[src/verilog/iop_regs.svh]
// register offsets, field positions and reset values of the pin-sharing port block
`ifndef IOP_REGS_SVH
`define IOP_REGS_SVH
`define IOP_PORT_STRIDE_SH 5
`define IOP_OFF_CTRL 5'h00
`define IOP_OFF_COND 5'h04
`define IOP_OFF_TIME 5'h08
`define IOP_OFF_DATA 5'h0c
`define IOP_OFF_COUNT 5'h10
`define IOP_OFF_STAMP 5'h14
`define IOP_OFF_STAT 5'h18
`define IOP_ADDR_LINK 8'h80
`define IOP_ADDR_DIV1 8'h84
`define IOP_ADDR_DIV5 8'h94
`define IOP_STAT_FULL 0
`define IOP_STAT_OVR 1
`define IOP_CTRL_RST 9'h000
`define IOP_DIV_RST 8'h01
`define IOP_NUM_CLKBLK 6
`define IOP_XFER_W 8
`endif
[src/verilog/iop_pkg.sv]
// types shared by the pin-sharing port block
package iop_pkg;
  typedef enum logic [1:0] {COND_NONE = 2'h0, COND_EQ = 2'h1, COND_NEQ = 2'h2} iop_cond_e;
  typedef enum logic [2:0] {ST_IDLE = 3'h1, ST_WAIT = 3'h2, ST_RUN = 3'h4} iop_st_e;
  typedef struct packed {
    logic [2:0] clkSel;
    logic timed;
    iop_cond_e cond;
    logic openCol;
    logic dirOut;
    logic enable;
  } iop_ctrl_s;
  typedef struct packed {
    logic [7:0] addr;
    logic [31:0] wdata;
    logic wr;
    logic rd;
  } iop_bus_s;
endpackage : iop_pkg

[src/verilog/iop_port_pins.sv]
// three ports of width 1, 4 and 8 sharing pins with a serial link, six clock blocks
`timescale 1ns/1ns
`include "iop_regs.svh"
// Summary of operation
// RULE1: all pins of one port share one direction bit.
// RULE2: ports drive pins high or low, or sample them, optionally waiting a condition.
// RULE3: every register access completes in a single cycle.
// RULE4: open-collector per port: zero pulls low, one releases the pin.
// RULE5: data passes through a shift register and a transfer register.
// RULE6: each port has a 16-bit counter that can time transfers.
// RULE7: counter readable any time; can delay a transfer to a chosen count.
// RULE8: each transfer stores the counter value as a timestamp.
// RULE9: an enabled link takes its shared pins away from all ports.
// RULE10: a narrower enabled port wins shared pins over a wider one.
// RULE11: unshared pins of the wider port stay with the wider port.
// RULE12: a port always moves its full width, lost pins read zero.
// RULE13: six clock blocks pace the ports.
// RULE14: block zero is the reference tick; others have programmable dividers.
// RULE15: the port counter advances once per tick and wraps.
// RULE16: time compare matches the counter modulo 2^16.
module iop_port_pins #(
  parameter int NPINS = 8,
  parameter int PW0 = 1,
  parameter int PW1 = 4,
  parameter int PW2 = 8
) (
  // clock and reset
  input wire logic clk_sys,
  input wire logic resetn,
  // register port
  input wire iop_pkg::iop_bus_s regBus,
  output logic [31:0] rdData,
  // pins
  input wire logic [NPINS-1:0] pinIn,
  output logic [NPINS-1:0] pinOut,
  output logic [NPINS-1:0] pinOe,
  // link user side
  input wire logic linkTx,
  output logic linkRx
);
  import iop_pkg::*;

  localparam int NP = 3;
  localparam int TW = `IOP_XFER_W;

  logic [NPINS-1:0] pinMeta_r, pinSync_r;
  logic [NPINS-1:0] pinOut_r, pinOe_r, pinOut_nxt, pinOe_nxt;
  logic linkEn_r, linkEn_nxt, linkRx_r, linkRx_nxt;
  logic [31:0] rdData_r, rdData_nxt;
  logic [7:0] divVal_r [1:5];
  logic [7:0] divVal_nxt [1:5];
  logic [7:0] divCnt_r [1:5];
  logic [7:0] divCnt_nxt [1:5];
  logic [7:0] clkTick;
  logic [NPINS-1:0] own [NP];
  logic [NPINS-1:0] linkOwn;
  iop_ctrl_s ctrl [NP];
  logic [TW-1:0] outVal [NP];
  logic [31:0] portRd [NP];

  // two-stage pin synchroniser
  always_ff @(posedge clk_sys or negedge resetn) begin
    if (!resetn) begin
      pinMeta_r <= '0;
      pinSync_r <= '0;
    end else begin
      pinMeta_r <= pinIn;
      pinSync_r <= pinMeta_r;
    end
  end

  // clock blocks: block zero ticks every cycle, others divide
  always_comb begin
    clkTick = 8'h00;
    clkTick[0] = 1'b1; // RULE14
    for (int k = 1; k < `IOP_NUM_CLKBLK; k++) begin
      divVal_nxt[k] = divVal_r[k];
      clkTick[k] = (divCnt_r[k] == 8'h00); // RULE13
      divCnt_nxt[k] = clkTick[k] ? divVal_r[k] : 8'(divCnt_r[k] - 8'h01);
      if (regBus.wr && regBus.addr == 8'(`IOP_ADDR_DIV1 + 4 * (k - 1))) begin
        divVal_nxt[k] = regBus.wdata[7:0]; // RULE14
      end
    end
  end

  always_ff @(posedge clk_sys or negedge resetn) begin
    if (!resetn) begin
      for (int k = 1; k < `IOP_NUM_CLKBLK; k++) begin
        divVal_r[k] <= `IOP_DIV_RST;
        divCnt_r[k] <= 8'h00;
      end
    end else begin
      for (int k = 1; k < `IOP_NUM_CLKBLK; k++) begin
        divVal_r[k] <= divVal_nxt[k];
        divCnt_r[k] <= divCnt_nxt[k];
      end
    end
  end

  // pin ownership: link first, then narrowest enabled port
  always_comb begin
    for (int i = 0; i < NPINS; i++) begin
      linkOwn[i] = linkEn_r && (i >= NPINS - 2); // RULE9
      own[0][i] = !linkOwn[i] && ctrl[0].enable && (i < PW0); // RULE10
      own[1][i] = !linkOwn[i] && !own[0][i] && ctrl[1].enable && (i < PW1); // RULE10
      own[2][i] = !linkOwn[i] && !own[0][i] && !own[1][i] && ctrl[2].enable
                  && (i < PW2); // RULE11
    end
  end

  // pin drive, link, global registers and read mux
  always_comb begin
    pinOut_nxt = '0;
    pinOe_nxt = '0;
    linkEn_nxt = linkEn_r;
    linkRx_nxt = linkRx_r;
    rdData_nxt = 32'h0000_0000;
    for (int i = 0; i < NPINS; i++) begin
      for (int p = 0; p < NP; p++) begin
        if (own[p][i] && ctrl[p].dirOut) begin
          if (ctrl[p].openCol) begin
            pinOe_nxt[i] = !outVal[p][i]; // RULE4
          end else begin
            pinOut_nxt[i] = outVal[p][i]; // RULE2
            pinOe_nxt[i] = 1'b1;
          end
        end
      end
    end
    if (linkEn_r) begin
      pinOut_nxt[NPINS-2] = linkTx; // RULE9
      pinOe_nxt[NPINS-2] = 1'b1;
      linkRx_nxt = pinSync_r[NPINS-1];
    end
    if (regBus.wr && regBus.addr == `IOP_ADDR_LINK) begin
      linkEn_nxt = regBus.wdata[0];
    end
    if (regBus.rd) begin
      if (!regBus.addr[7]) begin
        for (int p = 0; p < NP; p++) begin
          if (regBus.addr[6:5] == 2'(p)) begin
            rdData_nxt = portRd[p]; // RULE3
          end
        end
      end else if (regBus.addr == `IOP_ADDR_LINK) begin
        rdData_nxt = {31'h0, linkEn_r};
      end else if (regBus.addr >= `IOP_ADDR_DIV1 && regBus.addr <= `IOP_ADDR_DIV5
                   && regBus.addr[1:0] == 2'h0) begin
        rdData_nxt = {24'h0, divVal_r[3'(regBus.addr[4:2]) + 3'h0]};
      end
    end
  end

  always_ff @(posedge clk_sys or negedge resetn) begin
    if (!resetn) begin
      pinOut_r <= '0;
      pinOe_r <= '0;
      linkEn_r <= 1'b0;
      linkRx_r <= 1'b0;
      rdData_r <= 32'h0000_0000;
    end else begin
      pinOut_r <= pinOut_nxt;
      pinOe_r <= pinOe_nxt;
      linkEn_r <= linkEn_nxt;
      linkRx_r <= linkRx_nxt;
      rdData_r <= rdData_nxt;
    end
  end

  assign pinOut = pinOut_r;
  assign pinOe = pinOe_r;
  assign linkRx = linkRx_r;
  assign rdData = rdData_r;

  // one engine per port
  for (genvar p = 0; p < NP; p++) begin : g_port
    localparam int W = (p == 0) ? PW0 : (p == 1) ? PW1 : PW2;
    localparam logic [3:0] SLOTS = 4'(TW / W);
    localparam logic [TW-1:0] WMASK = TW'((1 << W) - 1);
    iop_ctrl_s ctrl_r, ctrl_nxt;
    iop_st_e st_r, st_nxt;
    logic [TW-1:0] cond_r, cond_nxt, xfer_r, xfer_nxt, shift_r, shift_nxt;
    logic [TW-1:0] outVal_r, outVal_nxt, sample, base;
    logic [15:0] time_r, time_nxt, cnt_r, cnt_nxt, stamp_r, stamp_nxt;
    logic [3:0] slot_r, slot_nxt, left;
    logic armed_r, armed_nxt, full_r, full_nxt, ovr_r, ovr_nxt;
    logic tick, wrHere, rdHere, condOk, timeOk, start, step;

    assign ctrl[p] = ctrl_r;
    assign outVal[p] = outVal_r;
    assign wrHere = regBus.wr && !regBus.addr[7] && regBus.addr[6:5] == 2'(p);
    assign rdHere = regBus.rd && !regBus.addr[7] && regBus.addr[6:5] == 2'(p);

    // readback of this port
    always_comb begin
      case (regBus.addr[4:0])
        `IOP_OFF_CTRL: portRd[p] = {23'h0, ctrl_r};
        `IOP_OFF_COND: portRd[p] = {24'h0, cond_r};
        `IOP_OFF_TIME: portRd[p] = {16'h0, time_r};
        `IOP_OFF_DATA: portRd[p] = {24'h0, xfer_r};
        `IOP_OFF_COUNT: portRd[p] = {16'h0, cnt_r}; // RULE7
        `IOP_OFF_STAMP: portRd[p] = {16'h0, stamp_r}; // RULE8
        `IOP_OFF_STAT: portRd[p] = {30'h0, ovr_r, full_r};
        default: portRd[p] = 32'h0000_0000;
      endcase
    end

    // serialiser, transfer register, counter and timing
    always_comb begin
      ctrl_nxt = ctrl_r;
      st_nxt = st_r;
      cond_nxt = cond_r;
      xfer_nxt = xfer_r;
      shift_nxt = shift_r;
      outVal_nxt = outVal_r;
      time_nxt = time_r;
      stamp_nxt = stamp_r;
      slot_nxt = slot_r;
      armed_nxt = armed_r;
      full_nxt = full_r;
      ovr_nxt = ovr_r;
      tick = clkTick[ctrl_r.clkSel];
      cnt_nxt = tick ? 16'(cnt_r + 16'h0001) : cnt_r; // RULE15
      sample = pinSync_r[TW-1:0] & own[p][TW-1:0] & WMASK; // RULE12
      condOk = (ctrl_r.cond == COND_NONE) || (ctrl_r.cond == COND_EQ && sample == cond_r)
               || (ctrl_r.cond == COND_NEQ && sample != cond_r); // RULE2
      timeOk = !armed_r || (cnt_r == time_r); // RULE16
      start = 1'b0;
      // software side; hardware events below take precedence, but a same-cycle data write keeps full set and a control write is applied last
      if (wrHere) begin
        case (regBus.addr[4:0])
          `IOP_OFF_COND: cond_nxt = regBus.wdata[TW-1:0];
          `IOP_OFF_TIME: begin
            time_nxt = regBus.wdata[15:0]; // RULE7
            armed_nxt = 1'b1;
          end
          `IOP_OFF_DATA: begin
            xfer_nxt = regBus.wdata[TW-1:0]; // RULE5
            full_nxt = ctrl_r.dirOut;
          end
          `IOP_OFF_STAT: if (regBus.wdata[`IOP_STAT_OVR]) ovr_nxt = 1'b0;
          default: ;
        endcase
      end
      if (rdHere && regBus.addr[4:0] == `IOP_OFF_DATA && !ctrl_r.dirOut) begin
        full_nxt = 1'b0;
      end
      case (st_r)
        ST_IDLE: if (ctrl_r.enable && (!ctrl_r.dirOut || full_r)) st_nxt = ST_WAIT;
        ST_WAIT: start = tick && timeOk && (ctrl_r.dirOut || condOk) // RULE6
                         && (!ctrl_r.dirOut || full_r);
        ST_RUN: ;
        default: st_nxt = ST_IDLE;
      endcase
      step = start || (st_r == ST_RUN && tick);
      base = start ? (ctrl_r.dirOut ? xfer_r : '0) : shift_r;
      left = start ? 4'(SLOTS - 4'h1) : 4'(slot_r - 4'h1);
      if (start) begin
        stamp_nxt = cnt_r; // RULE8
        armed_nxt = 1'b0;
        // a new word written in the same cycle keeps full set
        if (ctrl_r.dirOut && !(wrHere && regBus.addr[4:0] == `IOP_OFF_DATA)) begin
          full_nxt = 1'b0;
        end
      end
      if (step) begin
        slot_nxt = left;
        st_nxt = (left == 4'h0) ? ST_IDLE : ST_RUN;
        if (ctrl_r.dirOut) begin
          outVal_nxt = base & WMASK; // RULE5
          shift_nxt = base >> W;
        end else begin
          shift_nxt = (base >> W) | TW'(sample << (TW - W)); // RULE12
          if (left == 4'h0) begin
            if (full_r && full_nxt) ovr_nxt = 1'b1;
            else begin
              xfer_nxt = shift_nxt;
              full_nxt = 1'b1;
            end
          end
        end
      end
      if (wrHere && regBus.addr[4:0] == `IOP_OFF_CTRL) begin
        ctrl_nxt = iop_ctrl_s'(regBus.wdata[8:0]); // RULE1
        st_nxt = ST_IDLE;
      end
    end

    always_ff @(posedge clk_sys or negedge resetn) begin
      if (!resetn) begin
        ctrl_r <= iop_ctrl_s'(`IOP_CTRL_RST);
        st_r <= ST_IDLE;
        cond_r <= '0;
        xfer_r <= '0;
        shift_r <= '0;
        outVal_r <= '0;
        time_r <= 16'h0000;
        cnt_r <= 16'h0000;
        stamp_r <= 16'h0000;
        slot_r <= 4'h0;
        armed_r <= 1'b0;
        full_r <= 1'b0;
        ovr_r <= 1'b0;
      end else begin
        ctrl_r <= ctrl_nxt;
        st_r <= st_nxt;
        cond_r <= cond_nxt;
        xfer_r <= xfer_nxt;
        shift_r <= shift_nxt;
        outVal_r <= outVal_nxt;
        time_r <= time_nxt;
        cnt_r <= cnt_nxt;
        stamp_r <= stamp_nxt;
        slot_r <= slot_nxt;
        armed_r <= armed_nxt;
        full_r <= full_nxt;
        ovr_r <= ovr_nxt;
      end
    end
  end
endmodule : iop_port_pins

[config.mk]
export PLATFORM = sky130hd
export DESIGN_NAME = iop_port_pins
export DESIGN_NICKNAME = d
export VERILOG_FILES = /design/src/verilog/iop_pkg.sv /design/src/verilog/iop_port_pins.sv
export VERILOG_INCLUDE_DIRS = /design/src /design/src/verilog
export SDC_FILE = /design/constraint.sdc
export NUM_CORES = 1
export LEC_CHECK = 0
export BUFFER_PORTS_ARGS = -buffer_cell sky130_fd_sc_hd__buf_2
export CORE_ASPECT_RATIO = 0.8
export CORE_MARGIN = 5
export CORE_UTILIZATION = 45
export DETAILED_ROUTE_END_ITERATION = 16
export PLACE_DENSITY = 0.68
export SLEW_MARGIN = 40
export SYNTH_ARGS = -nofsm -noshare
export SYNTH_HDL_FRONTEND = slang
export SYNTH_SLANG_ARGS = --single-unit
[constraint.sdc]
create_clock -name clk_sys -period 8.4 [get_ports clk_sys]
set_input_delay 0.42 -clock clk_sys [delete_from_list [all_inputs] [get_ports clk_sys]]
set_output_delay 0.42 -clock clk_sys [all_outputs]
set_load 0.01 [all_outputs]
==> results_dict.tcl <==
set metrics [dict create \
    outcome "finished, final reports clean" \
    synth.distinct_cells 89 \
    first_iter_violations 1485 \
    endpoint_kind "flip-flop" \
    fin_crit_ns 4.24 \
    final_cell_mix "408 x dfrtp_1, 207 x mux2_2, 133 x nand2_1, 128 x nor2_1, 112 x a21oi_1" \
    worst-setup-path-type "reg -> reg" \
    required_ns 8.84 \
    core_um2 44500 \
    synth_enable_flop_cells 0 \
    clkLatencyLatePin_ns 0.56 \
    ant_nets 0 \
    setup-violations-final 0 \
    die_x_um 248 \
    slew_headroom_pct 36.2 \
    fin_hold_ws_ns 0.110 \
    startpoint_type "flip-flop" \
    synth.avg_cell_area_um2 11.0 \
    design_area_um2 22800 \
    power_density_nw_per_um2 232 \
    synth_flop_cell "dfrtp_1" \
    grt_pass1_vias 15400 \
    ys_async_sr_fraction_pct 100 \
    drtPass1Iterations 9 \
    wire_per_inst_um 23.0 \
    port_buffers 69 \
    syn_area_um2 20400 \
    dr_total_vias 15300 \
    globalRouteOverflowTotal 0 \
    place_congestion 0.921 \
    cap_viol_max_count 0 \
    ys_top_cells_by_area "dfrtp_1 50%, mux2_2 11%, xor2_1 2.8%" \
    yosys_warnings 0 \
    numCtsBuffers 42 \
    antenna_found_initial 1 \
    drt-total-wl_um 58100 \
    htree_levels 2 \
    cts_tree "done" \
    dpl_cell_area_um2 21300 \
    drc 0 \
    areaGrowthSynthToFinish_pct 11.7 \
    crit_arrival_ns 4.68 \
    irDropWorstVdd_v 0.000136 \
    post_cts_buffers 0 \
    fin_nets 1956 \
    cts_num_sinks 416 \
    maxSlewViolCount 0 \
    viasPerCell 6.05 \
    critical_path.max_fanout 20 \
    ys_seq_area_share_pct 51.2 \
    max_freq_mhz 236 \
    grt_pass1_wl_um 90100 \
    final_layout_size_suffix_gt1_share_pct 21.2 \
    grt_max_degree 100 \
    clk_pin_slew_worst_paths_ns 0.06 \
    p_leak_nw 10.8 \
    ctsLongestPathBuffers 3 \
    syn_inst 1848 \
    layout_worst_path_cycle_share_pct 50.5 \
    worst_pin_slew_ns 0.933 \
    setup-tns-final_ns 0 \
    ios 102 \
    hold_violations 0 \
    chipHeight_um 200 \
    rsz0062_at_grt "no" \
    synth_top_area_share_pct 50.1 \
    globalRouteTotalUtil_pct 23.0 \
    hpwl_um 39900 \
    synth_top_cell_by_area "dfrtp_1" \
    layout_commonest_cell "dfrtp_1" \
    std_cell_rows 69 \
    hp-class "in -> reg" \
    synth-seq-cells 416 \
    clock_skew_ns 0.0222 \
    start_util_pct 45.7 \
    die-area_um2 49600 \
    clock-root-buffer "clkbuf_16" \
]
timing repair:
item                      in CTS  in global routing
resized for setup              0                  0
hold endpoints to repair      91                  0
hold buffers                   9                  0
cell families after synthesis:
family | synth area share [%]
other | 0.0184
AO/OA/AOI/OAI | 13.1
AND/OR/NAND/NOR | 12.0
flip-flops | 51.2
adder cells (fa/ha/maj) | 0.799
XOR/XNOR | 5.25
buffers and inverters | 3.35
multiplexers | 14.3
power breakdown:
group	internal [mW]	total (mW)	switching [mW]	leakage, nW
clock	1.10	1.90	0.800	0.672
combinational	0.358	0.840	0.481	4.53
sequential	2.22	2.52	0.301	5.55
total	3.69	5.27	1.58	10.8
cell type report:
class,instances,area (um^2)
Sequential cell,416,10400
Antenna cell,3,7.51
Tap cell,603,754
Inverter,37,139
Multi-Input combinational cell,1293,9370
Fill cell,3962,21800
Clock inverter,11,119
Timing Repair Buffer,100,666
Clock buffer,66,1270
critical path: stages (launching register included):
cell	delay, ns
dfrtp_1	0.40
inv_1	0.07
ha_1	0.17
nor3b_1	0.41
nand3_1	0.58
o311a_1	0.56
or2_0	0.44
nor2_2	0.56
nand2_2	0.50
mux2_2	0.43
worst paths after layout:
kind                       slack, ns    startpoint                   end  depth (start not counted)
setup / recovery                4.16  divCnt_r[24]  g_port[2].stamp_r[4]                          9
hold / removal                  0.11        linkTx             pinOut[6]                          3
setup reg to reg                4.16  divCnt_r[24]  g_port[2].stamp_r[4]                          9
hold reg to reg                 0.35  pinMeta_r[6]          pinSync_r[6]                          0
max in group asynchronous       6.40        resetn     g_port[1].st_r[0]                          4
min in group asynchronous       0.44        resetn           divCnt_r[5]                          2
layer usage:
| layer | vias to the layer above | GRT usage [%] | routed length (um) |
|---|---|---|---|
| met4 | 0 | 8.54 | 2330 |
| met2 | 629 | 34.9 | 26400 |
| met3 | 143 | 4.94 | 4490 |
| met1 | 7742 | 32.6 | 24900 |
| li1 | 6788 | - | - |
| met5 | - | 0 | 0 |
metrics by stage:
| step | total power, mW | util (%) | cells | setup slack, ns |
|---|---|---|---|---|
| detailed placement | 3.37 | 47.7 | 2440 | 4.27 |
| finish | 5.27 | 51.1 | 2529 | 4.16 |
| CTS | 5.29 | 51.0 | 2526 | 4.25 |
| global route | 5.50 | 51.1 | 2527 | 3.89 |
| floorplan | 3.05 | - | 1863 | 5.48 |
| global placement | 3.32 | 47.5 | 2436 | 4.04 |
registers in the layout, indices dropped and copies added, names as in the netlist, 8 cells and up:
register / flops
pinSync_r: 8
ctrl: 27
divVal_r: 40
pinMeta_r: 8
g_port.cnt_r: 48
pinOut: 8
pinOe: 8
g_port.st_r: 9
g_port.shift_r: 24
divCnt_r: 40
g_port.cond_r: 24
g_port.time_r: 48
g_port.slot_r: 12
g_port.stamp_r: 48
g_port.xfer_r: 24
g_port.outVal_r: 13
rdData: 16
Yosys cell counts (36+ instances only):
cell type / count
mux2i_1: 57
nand3_1: 41
xor2_1: 66
xnor2_1: 56
a22oi_1: 36
clkbuf_1: 75
inv_1: 36
nor3_1: 37
dfrtp_1: 408
o21ai_0: 58
a21oi_1: 112
nand2_1: 134
mux2_2: 207
nor2_1: 132
No activity file was read; power rests on OpenSTA's default activity.
